`config.mk`:
```
export PLATFORM = sky130hd
export DESIGN_NAME = cc_aux_pres
export DESIGN_NICKNAME = d
export VERILOG_FILES = /design/src/rtl/cc_pkg.sv /design/src/rtl/cc_aux_pres.sv
export SDC_FILE = /design/constraint.sdc
export NUM_CORES = 1
export LEC_CHECK = 0
export BUFFER_PORTS_ARGS = -buffer_cell sky130_fd_sc_hd__buf_2
export CORE_MARGIN = 2
export CORE_UTILIZATION = 56
export DETAILED_ROUTE_END_ITERATION = 12
export GPL_ROUTABILITY_DRIVEN = 0
export PLACE_DENSITY = 0.78
export SYNTH_ARGS = -nofsm -noshare
export SYNTH_HDL_FRONTEND = slang
export SYNTH_SLANG_ARGS = --single-unit
```
`constraint.sdc`:
```
create_clock -name CLK_I -period 3.78 [get_ports CLK_I]
set_input_delay 0.756 -clock CLK_I [delete_from_list [all_inputs] [get_ports CLK_I]]
set_output_delay 0.756 -clock CLK_I [all_outputs]
set_load 0.02 [all_outputs]
```
`src/rtl/cc_pkg.sv`:
```
// shared constants and carriers for the card aux/presence block
package cc_pkg;

  // presence filter counter width and default stable time
  localparam int unsigned FILT_W       = 16;
  localparam int unsigned FILT_TIME_NS = 1000;
  localparam int unsigned CLK_NS       = 10;
  localparam int unsigned FILT_CYCLES  =
    (FILT_TIME_NS + CLK_NS - 1) / CLK_NS;

  // reset values
  localparam logic       RST_PIN   = 1'h1;
  localparam logic [1:0] RST_FORCE = 2'h3;
  localparam logic       RST_SLOW  = 1'h0;
  localparam logic       RST_POL   = 1'h0;
  localparam logic       RST_SPEC  = 1'h0;

  // aux line index inside two-bit vectors
  localparam int unsigned AUX_A = 0;
  localparam int unsigned AUX_B = 1;

  // fields taken from the host command word
  typedef struct packed {
    logic slow_slope;
    logic pol_high;
    logic special_mode;
  } cc_cmd_s;

  // all state of the top module
  typedef struct packed {
    logic              cs_m;
    logic              cs_s;
    logic [1:0]        aux_m;
    logic [1:0]        aux_s;
    logic              pres_m;
    logic              pres_s;
    cc_cmd_s           cfg;
    logic [1:0]        force_lvl;
    logic              filt;
    logic [FILT_W-1:0] cnt;
    logic              clk_out;
    logic              slow_out;
    logic [1:0]        aux_oe;
    logic [1:0]        aux_rd;
    logic [1:0]        sel_id;
    logic              fb_bit;
    logic              card_in;
  } cc_state_s;

endpackage

```
`src/rtl/cc_aux_pres.sv`:
```
// card aux lines, card clock gating and card presence detection
// Function
// - aux line b serves sync cards or reports select id on bit 1
// - sampled aux line reads grounded as zero, tied high or open as one
// - async mode reads sensed level; sync mode reads last forced level
// - card clock follows clock selector, held low during supply start or 0 V
// - fast or slow card clock edge rate chosen by command field
// - presence input weakly pulled high, active-low switch to ground
// - presence input filtered against short spikes before use
// - presence switch polarity programmed by command field
// - normal mode: feedback bit high whenever a card is inserted
// - special mode: feedback bit mirrors switch state, ignoring polarity
// - aux line a serves sync cards or reports select id on bit 0
// - select high disables programming and card transactions
`timescale 1ns/1ps
`default_nettype none

module cc_aux_pres #(
  parameter int unsigned FILT_CYCLES = cc_pkg::FILT_CYCLES
) (
  input  wire logic           CLK_I,
  input  wire logic           RST_I,
  input  wire logic           SEL_N_I,
  input  wire logic           CMD_WR_I,
  input  wire cc_pkg::cc_cmd_s CMD_I,
  input  wire logic           SYNC_MODE_I,
  input  wire logic           AUX_WR_I,
  input  wire logic [1:0]     AUX_WD_I,
  input  wire logic [1:0]     AUX_I,
  output var  logic [1:0]     AUX_O,
  output var  logic [1:0]     AUX_OE_O,
  output var  logic [1:0]     AUX_RD_O,
  output var  logic [1:0]     SEL_ID_O,
  input  wire logic           CLK_SEL_I,
  input  wire logic           SUPPLY_START_I,
  input  wire logic           SUPPLY_ZERO_I,
  output var  logic           CARD_CLOCK_OUT_O,
  output var  logic           CLK_SLOW_O,
  input  wire logic           CARD_PRESENCE_IN_I,
  output var  logic           PRES_PULLUP_O,
  output var  logic           PRESENCE_FEEDBACK_BIT_O,
  output var  logic           CARD_IN_O
);

  // elaboration check: the counter must hold the stable time
  if (FILT_CYCLES < 1 || FILT_CYCLES >= (1 << cc_pkg::FILT_W)) begin : g_chk
    $error("FILT_CYCLES out of range");
  end

  localparam int unsigned FW = cc_pkg::FILT_W;
  localparam logic [FW-1:0] FILT_LAST = FW'(FILT_CYCLES - 1);

  cc_pkg::cc_state_s s_q;
  cc_pkg::cc_state_s s_d;

  logic sel_ok;
  logic inserted;

  always_comb begin
    s_d = s_q;

    // two-flop synchronisers for every pin input
    s_d.cs_m   = SEL_N_I;
    s_d.cs_s   = s_q.cs_m;
    s_d.aux_m  = AUX_I;
    s_d.aux_s  = s_q.aux_m;
    s_d.pres_m = CARD_PRESENCE_IN_I;
    s_d.pres_s = s_q.pres_m;

    // nothing is programmed while the unit is deselected
    sel_ok = ~s_q.cs_s;

    if (CMD_WR_I && sel_ok) begin
      s_d.cfg = CMD_I;
    end

    // forced levels only change on a card write while selected
    if (AUX_WR_I && sel_ok && SYNC_MODE_I) begin
      s_d.force_lvl = AUX_WD_I;
    end

    // open drain: pull low only when forcing a zero in sync mode
    s_d.aux_oe = SYNC_MODE_I ? ~s_q.force_lvl : 2'h0;

    // grounded line reads zero; tied high or open reads one
    // via the external pull-up resolved on the wire
    s_d.aux_rd = SYNC_MODE_I ? s_q.force_lvl : s_q.aux_s;

    // select identification straps, reported on id bits 0 and 1
    s_d.sel_id[cc_pkg::AUX_A] = s_q.aux_s[cc_pkg::AUX_A];
    s_d.sel_id[cc_pkg::AUX_B] = s_q.aux_s[cc_pkg::AUX_B];

    // card clock: one flop behind the selector, low while unpowered
    s_d.clk_out = CLK_SEL_I & ~SUPPLY_START_I & ~SUPPLY_ZERO_I;
    s_d.slow_out = s_q.cfg.slow_slope;

    // spike filter: level must hold for FILT_CYCLES clocks
    if (s_q.pres_s == s_q.filt) begin
      s_d.cnt = '0;
    end else if (s_q.cnt == FILT_LAST) begin
      s_d.filt = s_q.pres_s;
      s_d.cnt  = '0;
    end else begin
      s_d.cnt = s_q.cnt + FW'(1);
    end

    // polarity low means the switch closes to ground on insert
    inserted = s_q.filt ~^ s_q.cfg.pol_high;
    s_d.card_in = inserted;

    // special mode mirrors the filtered switch level directly
    if (s_q.cfg.special_mode) begin
      s_d.fb_bit = s_q.filt;
    end else begin
      s_d.fb_bit = inserted;
    end
  end

  always_ff @(posedge CLK_I or posedge RST_I) begin
    if (RST_I) begin
      s_q.cs_m             <= cc_pkg::RST_PIN;
      s_q.cs_s             <= cc_pkg::RST_PIN;
      s_q.aux_m            <= {2{cc_pkg::RST_PIN}};
      s_q.aux_s            <= {2{cc_pkg::RST_PIN}};
      s_q.pres_m           <= cc_pkg::RST_PIN;
      s_q.pres_s           <= cc_pkg::RST_PIN;
      s_q.cfg.slow_slope   <= cc_pkg::RST_SLOW;
      s_q.cfg.pol_high     <= cc_pkg::RST_POL;
      s_q.cfg.special_mode <= cc_pkg::RST_SPEC;
      s_q.force_lvl        <= cc_pkg::RST_FORCE;
      s_q.filt             <= cc_pkg::RST_PIN;
      s_q.cnt              <= '0;
      s_q.clk_out          <= 1'h0;
      s_q.slow_out         <= cc_pkg::RST_SLOW;
      s_q.aux_oe           <= 2'h0;
      s_q.aux_rd           <= 2'h3;
      s_q.sel_id           <= 2'h3;
      s_q.fb_bit           <= 1'h0;
      s_q.card_in          <= 1'h0;
    end else begin
      s_q <= s_d;
    end
  end

  // open-drain data is always zero; enable decides the pull
  assign AUX_O                   = 2'h0;
  assign AUX_OE_O                = s_q.aux_oe;
  assign AUX_RD_O                = s_q.aux_rd;
  assign SEL_ID_O                = s_q.sel_id;
  assign CARD_CLOCK_OUT_O        = s_q.clk_out;
  assign CLK_SLOW_O              = s_q.slow_out;
  // weak pull-up request stays on; the pad owns the current source
  assign PRES_PULLUP_O           = 1'h1;
  assign PRESENCE_FEEDBACK_BIT_O = s_q.fb_bit;
  assign CARD_IN_O               = s_q.card_in;

endmodule

`default_nettype wire

```
==> impl_metrics.tcl, run 1 <==
set metrics [dict create \
    synth_top_cell_area_share_pct 37.6 \
    via_per_inst 5.37 \
    start_util_pct 59.8 \
    rsz0062_at_grt "false" \
    finalCritPeriodShare_pct 47.9 \
    synth_largest_area_cell "dfrtp_1" \
    p_leak_nw 0.832 \
    die_w_um 58.5 \
    crit_fanout 15 \
    worstSetupPathType "reg2reg" \
    hold_path_class "reg2reg" \
    track_usage_pct 18.4 \
    io_buffer_count 26 \
    grt_max_degree 41 \
    cts_root_buf "clkbuf_4" \
    stdcell_count 189 \
    postLayoutCellArea_um2 1850 \
    yosysMostFrequentCell "dfrtp_1" \
    ys_seq_area_share_pct 61.3 \
    drc 0 \
    fp.dieH_um 58.5 \
    cts_tree "yes" \
    drt_iter0_markers 24 \
    holdPathStages 0 \
    synth_edf_count 0 \
    cts_max_level 2 \
    place_inst 181 \
    setup_viol 0 \
    final_nets 175 \
    peakVddDrop_uv 453 \
    regToRegEndpoint "s_q[16]" \
    rrSetupSlack_ns 1.97 \
    top_usage_layer "met2" \
    arrival_ns 2.03 \
    power.total_uw 856 \
    grt_pass1_vias 1022 \
    synth_area_leaders "dfrtp_1 38%, dfstp_2 24%, mux2_2 5.4%" \
    fin_ws_ns 1.97 \
    clk_latency_ns 0.36 \
    synth.avg_cell_area_um2 12.5 \
    core_um2 2780 \
    yosysWarnings 0 \
    timing.fmax_mhz 553 \
    setup-tns-final_ns 0 \
    ys_ff_latch 40 \
    skew_ns 0.0167 \
    grt_pass1_wl_mm 4.48 \
    final_util_pct 66.5 \
    wirelength_mm 2.58 \
    wl_per_cell_um 13.6 \
    cts_sinks 40 \
    area_growth_pct 11.3 \
    num_rows 19 \
    hold_end "s_q[32]" \
    synthTopCellsByCount "25 x dfrtp_1, 16 x nor2_1, 15 x dfstp_2" \
    slowest_delay_ns 0.43 \
    cp-end-kind "flip-flop" \
    antennaDiodeCount 0 \
    overflow 0 \
    path_cells "ha_1 > nor4b_1 > nand4_1 > nand2_1 > nor2_1" \
    path_clk_slew_ns 0.11 \
    vias 1014 \
    syn_area_um2 1660 \
    hold_viol 0 \
    gr-usage-met1_pct 21.6 \
    synthArstFlopShare_pct 100 \
    gr-usage-met3_pct 8.79 \
    post-cts-setup-buffers 0 \
    fin_hold_ws_ns 0.363 \
    nFillCells 215 \
    cp.required_ns 4.00 \
    drv_cap 0 \
    maxSlewViolCount 0 \
    ioPinCount 30 \
    synth_cell_types 30 \
    clk_path_buf_depth 2 \
    use_met2_pct 28.7 \
    cellPowerDensity_nw_per_um2 462 \
    ant_nets 0 \
    postCtsHoldBufs 0 \
    cp_slowest_cell "nand2_1" \
    status "complete, no violations" \
    startpoint_type "flip-flop" \
    r2r_cells 5 \
    synth_ff_type "dfrtp_1" \
    drive_above_1_share_pct 38.6 \
    r2r-start "s_q[10]" \
    min_from "s_d[32]" \
    antenna_found_initial 0 \
    place_area_um2 1760 \
    dieArea_um2 3420 \
    dp_slack_ns 1.96 \
    numCtsBuffers 5 \
    drt_pass1_iterations 4 \
    ctsResizeCount 0 \
    synth_cells 133 \
    min_period_ns 1.81 \
]
[worst max-delay path, delay by kind of cell (launching register included)]
kind,cells,cell delay [ns]
AND/OR/NAND/NOR,4,1.02
adder cells (fa/ha/maj),1,0.25
flip-flops,1,0.41
[cell usage in the layout (no fill, tap or decap)]
master / instances
a21oi_1: 1
and3_1: 1
and4_1: 1
and4bb_1: 1
buf_2: 26
buf_4: 1
bufinv_16: 1
clkbuf_4: 5
clkbuf_8: 1
clkinv_4: 1
conb_1: 3
dfrtp_1: 25
dfstp_2: 15
ha_1: 1
inv_1: 3
mux2_2: 8
nand2_1: 5
nand3_1: 3
nand3_2: 1
nand3b_1: 1
nand4_1: 5
nand4_4: 1
nor2_1: 16
nor2b_1: 3
nor3_1: 4
nor3b_1: 1
nor4_1: 4
nor4b_1: 1
o21ai_0: 1
or3_1: 1
or4_4: 1
xnor2_1: 10
xor2_1: 6
[sequential cells by signal, summed over array words and instances, names as in the netlist]
signal and cells:
s_q 23, s_d 7, AUX_OE_O 2, AUX_RD_O 2, SEL_ID_O 2, CARD_CLOCK_OUT_O 1, CARD_IN_O 1, CLK_SLOW_O 1
PRESENCE_FEEDBACK_BIT_O 1
[logic make-up after synthesis]
family                     synth area share (%)
and+or+nand+nor                            17.4
adders and majority gates                 0.752
AOI/OAI and AO/OA                         0.601
buffers and inverters                      5.64
muxes                                      5.42
xor gates and xnor gates                   8.43
DFF                                        61.3
other                                     0.452
[layer usage]
layer | share of wire (%) | wire, µm | vias to the layer above
li1 | - | - | 490
met1 | 44 | 1120 | 494
met2 | 49 | 1260 | 24
met3 | 5.9 | 152 | 6
met4 | 1.6 | 41 | 0
met5 | 0 | 0 | -
[power by group]
| part | leakage (nW) | total [mW] | internal (mW) | switching (mW) |
|---|---|---|---|---|
| Clock | 0.0484 | 0.302 | 0.159 | 0.143 |
| Sequential | 0.489 | 0.478 | 0.465 | 0.0136 |
| Combinational | 0.295 | 0.0758 | 0.0310 | 0.0448 |
[worst max-delay path by stage]
stage	cells past startpoint	endpoint	slack, ns	start
finish	5	s_q[16]	1.97	s_q[10]
global route	5	s_q[18]	1.83	s_q[10]
CTS	5	s_q[16]	1.94	s_q[10]
detailed placement	5	s_q[16]	1.96	s_q[10]
global placement	4	s_q[25]	2.04	s_q[15]
floorplan	4	s_q[25]	2.10	s_q[15]
[cell type report]
type | count | area [µm²] | area share [%]
clock buffers | 6 | 51.3 | 2.77
clock inverters | 2 | 38.8 | 2.10
inverters | 3 | 11.3 | 0.609
multi-input cells | 80 | 553 | 29.9
flip-flops and latches | 40 | 1020 | 55.1
well taps | 31 | 38.8 | 2.10
repair buffers | 27 | 138 | 7.44
(Power assumes the default switching activity.)
==> run 2, diff against run 1 <==
Settings changed: CORE_UTILIZATION 56 to 54, PLACE_DENSITY 0.78 to 0.76.
Clock period 3.78 ns to 1.8 ns, I/O delays scaled along.
==> run 2 against run 1 <==
  * Global-route usage is 2.0 points lower
  * Sequential power is 110% higher
  * Clock power is 41% higher
  * Hold slack worse by 0.25 ns
  * Critical path depth is 1 lower
  * Routed wire length is 0.62% lower
  * Critical endpoint is now s_q[25]
  * Highest routed layer unchanged
==> impl_metrics.tcl, run 2 (synthesis gave the netlist of run 1 again) <==
set metrics [dict create \
    status "complete, no violations" \
    antenna_found_initial 0 \
    drv_cap 0 \
    cp.required_ns 2.07 \
    hold_path_class "in2async" \
    wl_per_cell_um 13.1 \
    grt_pass1_wl_mm 4.29 \
    cp-end-kind "flip-flop" \
    clkPwrFrac_pct 26.7 \
    track_usage_pct 16.4 \
    grt_max_degree 41 \
    via_per_inst 5.25 \
    peakVddDrop_uv 700 \
    final_common_cell "buf_2" \
    dp_slack_ns 0.113 \
    power_frac_comb_pct 10.3 \
    slowest_delay_ns 0.52 \
    path_clk_slew_ns 0.11 \
    cts_max_level 2 \
    setup_viol 0 \
    area_growth_pct 11.7 \
    overflow 0 \
    fin_hold_ws_ns 0.110 \
    worstSetupPathType "reg2reg" \
    antennaDiodeCount 0 \
    wirelength_mm 2.56 \
    core_um2 2980 \
    power.total_mw 1.59 \
    drive_above_1_share_pct 40.5 \
    num_rows 20 \
    vias 1029 \
    cts_tree "yes" \
    skew_ns 0.00373 \
    clk_latency_ns 0.33 \
    numCtsBuffers 5 \
    p_sw_share_pct 25.0 \
    hold_viol 0 \
    crit_fanout 6 \
    die_w_um 59.5 \
    maxSlewViolCount 0 \
    postCtsHoldBufs 0 \
    intPower_mw 1.19 \
    start_util_pct 55.8 \
    postLayoutCellArea_um2 1860 \
    post-cts-setup-buffers 0 \
    p_leak_nw 0.844 \
    io_buffer_count 26 \
    startpoint_type "flip-flop" \
    cts_root_buf "clkbuf_4" \
    rsz0062_at_grt "false" \
    ctsResizeCount 0 \
    drt_iter0_markers 26 \
    hpwl_mm 1.87 \
    place_area_um2 1800 \
    setup-tns-final_ns 0 \
    fp.dieH_um 59.5 \
    drc 0 \
    top_register "s_q" \
    final_nets 180 \
    largest_register_ff_count 23 \
    cts_sinks 40 \
    finalCritPeriodShare_pct 95.4 \
    seq_power_share_pct 63.0 \
    cp_slowest_cell "or4_4" \
    min_period_ns 1.72 \
    drt_pass1_iterations 4 \
    arrival_ns 1.98 \
    dieArea_um2 3540 \
    ant_nets 0 \
    mostFrequentLayoutCells "26 x buf_2, 25 x dfrtp_1, 16 x nor2_1" \
    grt_pass1_vias 1009 \
    timing.fmax_mhz 582 \
    fin_ws_ns 0.0823 \
    netSwitchingPower_uw 397 \
    cellPowerDensity_nw_per_um2 857 \
    clk_path_buf_depth 2 \
    ioPinCount 30 \
    path_cells "nand3_2 > or4_4 > or3_1 > a21oi_1" \
]
## run 2: cell count changes in the layout (fill, tap and decap cells not counted)
cell,delta
clkinv_2,+2
clkbuf_8,-1
bufinv_16,-1
buf_4,+5
## run 2: area by class of cell
cell class	count	area [µm²]
fillers	235	1120
clock buffers	5	37.5
clock inverters	3	18.8
well taps	33	41.3
repair buffers	32	175
flip-flops and latches	40	1020
inverters	3	11.3
multi-input cells	80	553
## run 2: critical path, delay by kind of cell (launching register included)
family | cells | cell delay, ns
flops | 1 | 0.48
compound gates | 1 | 0.14
simple gates | 3 | 1.03
## run 2: per-stage QoR
| step | instances | util [%] |
|---|---|---|
| 2_1_floorplan | 134 | - |
| 3_3_place_gp | 188 | 60.5 |
| 3_5_place_dp | 188 | 60.5 |
| 4_1_cts | 196 | 62.4 |
| 5_1_grt | 196 | 62.4 |
| 6_report | 196 | 62.4 |
## run 2: metal layers
metal  track usage (%)  wire length (µm)
met1              19.7              1090
met2              27.6              1310
met3              5.24               141
met4              6.35                11
met5                 0                 0
## run 2: path summary, 6_finish.rpt
path	to	cells past startpoint	startpoint	slack, ns
min in group CLK_I	s_d[38]	1	SEL_N_I	0.11
min	s_q[29]	3	RST_I	0.11
max reg2reg	s_q[25]	4	s_q[13]	0.08
max in group asynchronous	s_d[32]	3	RST_I	1.33
max	s_q[25]	4	s_q[13]	0.08
min reg2reg	s_d[3]	0	s_d[35]	0.36
## run 2: power by group through the flow
stage,clock (mW),sequential [mW],combinational [mW]
after floorplan,0,1.03,0.119
after global routing,0.488,1.01,0.181
after CTS,0.449,1.00,0.167
after global placement,0,1.02,0.162
final,0.425,1.00,0.164
after detailed placement,0,1.02,0.166
==> run 3, diff against run 2 <==
Settings changed: PLACE_DENSITY 0.76 to default, PLACE_DENSITY_LB_ADDON from default to 0.25, SETUP_SLACK_MARGIN from default to 0.1.
==> run 3 against run 2 <==
  * Critical path type unchanged
  * Register-to-register slack gained 0.098 ns
  * First-iteration DRC count rose by 35%
  * Critical endpoint is now s_q[14]
  * Non-clock buffer count rose by 10
  * Combinational power grew 5%
==> impl_metrics.tcl, run 3 (synthesis gave the netlist of run 1 again) <==
set metrics [dict create \
    r2r-start "s_q[10]" \
    status "complete, no violations" \
    worstSetupPathType "reg2reg" \
    grt_pass1_wl_mm 4.40 \
    drv_cap 0 \
    hold_viol 0 \
    cp.depth 6 \
    num_rows 20 \
    vias 1108 \
    grt_max_degree 24 \
    cts_tree "yes" \
    cp_slowest_cell "dfrtp_1" \
    antenna_found_initial 0 \
    hold_path_class "in2async" \
    antennaDiodeCount 0 \
    finalCritPeriodShare_pct 90.0 \
    core_um2 2980 \
    rsz0062_at_grt "false" \
    area_growth_pct 17.8 \
    postCtsHoldBufs 0 \
    final_nets 190 \
    startpoint_type "flip-flop" \
    drt_pass1_iterations 4 \
    r2r_cells 6 \
    final_common_cell "buf_2" \
    timing.fmax_mhz 617 \
    via_per_inst 5.38 \
    cts_max_level 2 \
    regToRegEndpoint "s_q[14]" \
    clk_path_buf_depth 2 \
    overflow 0 \
    dieArea_um2 3540 \
    cp-endpoint "s_q[14]" \
    p_leak_nw 0.892 \
    clk_latency_ns 0.33 \
    start_util_pct 55.8 \
    fp.dieH_um 59.5 \
    cts_root_buf "clkbuf_4" \
    slowest_delay_ns 0.40 \
    maxSlewViolCount 0 \
    rrSetupSlack_ns 0.18 \
    wl_per_cell_um 14.1 \
    drc 0 \
    drive_above_1_share_pct 45.7 \
    crit_path_start "s_q[10]" \
    peakVddDrop_uv 662 \
    track_usage_pct 17.1 \
    numCtsBuffers 5 \
    path_cells "ha_1 > nor4b_1 > nand4_1 > nand2_1 > buf_12 > nor2_1" \
    hpwl_mm 1.90 \
    path_clk_slew_ns 0.11 \
    cts_sinks 40 \
    cp-end-kind "flip-flop" \
    cellPowerDensity_nw_per_um2 812 \
    cp_top_family "simple AND/OR/NAND/NOR gates" \
    wirelength_mm 2.90 \
    crit_fanout 15 \
    min_period_ns 1.62 \
    skew_ns 0.0105 \
    ioPinCount 30 \
    cp_num_buf_inv 1 \
    setup-tns-final_ns 0 \
    io_buffer_count 26 \
    die_w_um 59.5 \
    drt_iter0_markers 35 \
    arrival_ns 1.83 \
    grt_pass1_vias 1025 \
    mostFrequentLayoutCells "26 x buf_2, 22 x dfrtp_1, 16 x nor2_1" \
    ant_nets 0 \
    setup_viol 0 \
    largest_register_ff_count 23 \
    cp.required_ns 2.01 \
    top_register "s_q" \
    power.total_mw 1.59 \
]
==> run 3: tightest hold or removal path, stage by stage <==
cell   delay [ns]
buf_2        0.10
inv_1        0.06
buf_4        0.23
==> run 3: how the worst min path moves through the flow <==
stage | cells after the start | slack, ns | endpoint
after floorplan | 0 | 0.35 | s_d[2]
after global placement | 0 | 0.35 | s_d[3]
after detailed placement | 0 | 0.35 | s_d[2]
after CTS | 3 | 0.04 | s_q[13]
after global routing | 3 | 0.08 | CARD_CLOCK_OUT_O
final | 3 | 0.05 | s_q[13]
==> run 3: report_power, final <==
part	internal, mW	switching, mW	total [mW]
Combinational	0.0741	0.0989	0.173
Clock	0.153	0.262	0.414
Sequential	0.975	0.0266	1.00
Total	1.20	0.387	1.59
==> run 3: per-stage QoR <==
stage	hold slack [ns]	util, %	area (µm²)	std cells	setup slack [ns]
after global placement	0.346	61.1	1820	189	0.147
final	0.0473	65.8	1960	206	0.180
after detailed placement	0.347	61.1	1820	189	0.108
after floorplan	0.345	-	1670	134	0.119
after global routing	0.0759	65.8	1960	206	0.0943
after CTS	0.0357	63.1	1880	198	0.115
==> run 3: area by class of cell <==
cell class	count	area, µm²
clock buffers	7	45.0
well taps	33	41.3
inverters	3	11.3
clock inverters	1	5.00
multi-input cells	80	569
fillers	228	1020
flip-flops and latches	40	1020
repair buffers	42	263
==> run 3: per-layer routing <==
metal	wire length, µm	global-route usage, %	vias up
met5	0	0	-
met4	37	8.57	0
met3	164	4.59	4
met2	1550	27.2	33
met1	1150	21.5	557
li1	-	-	514
==> run 3: what timing repair did <==
action,4_1_cts,5_1_grt
resized for setup,1,5
pin swaps,0,4
endpoints found under the setup margin,1,1
gates cloned,0,0
buffers inserted,1,8
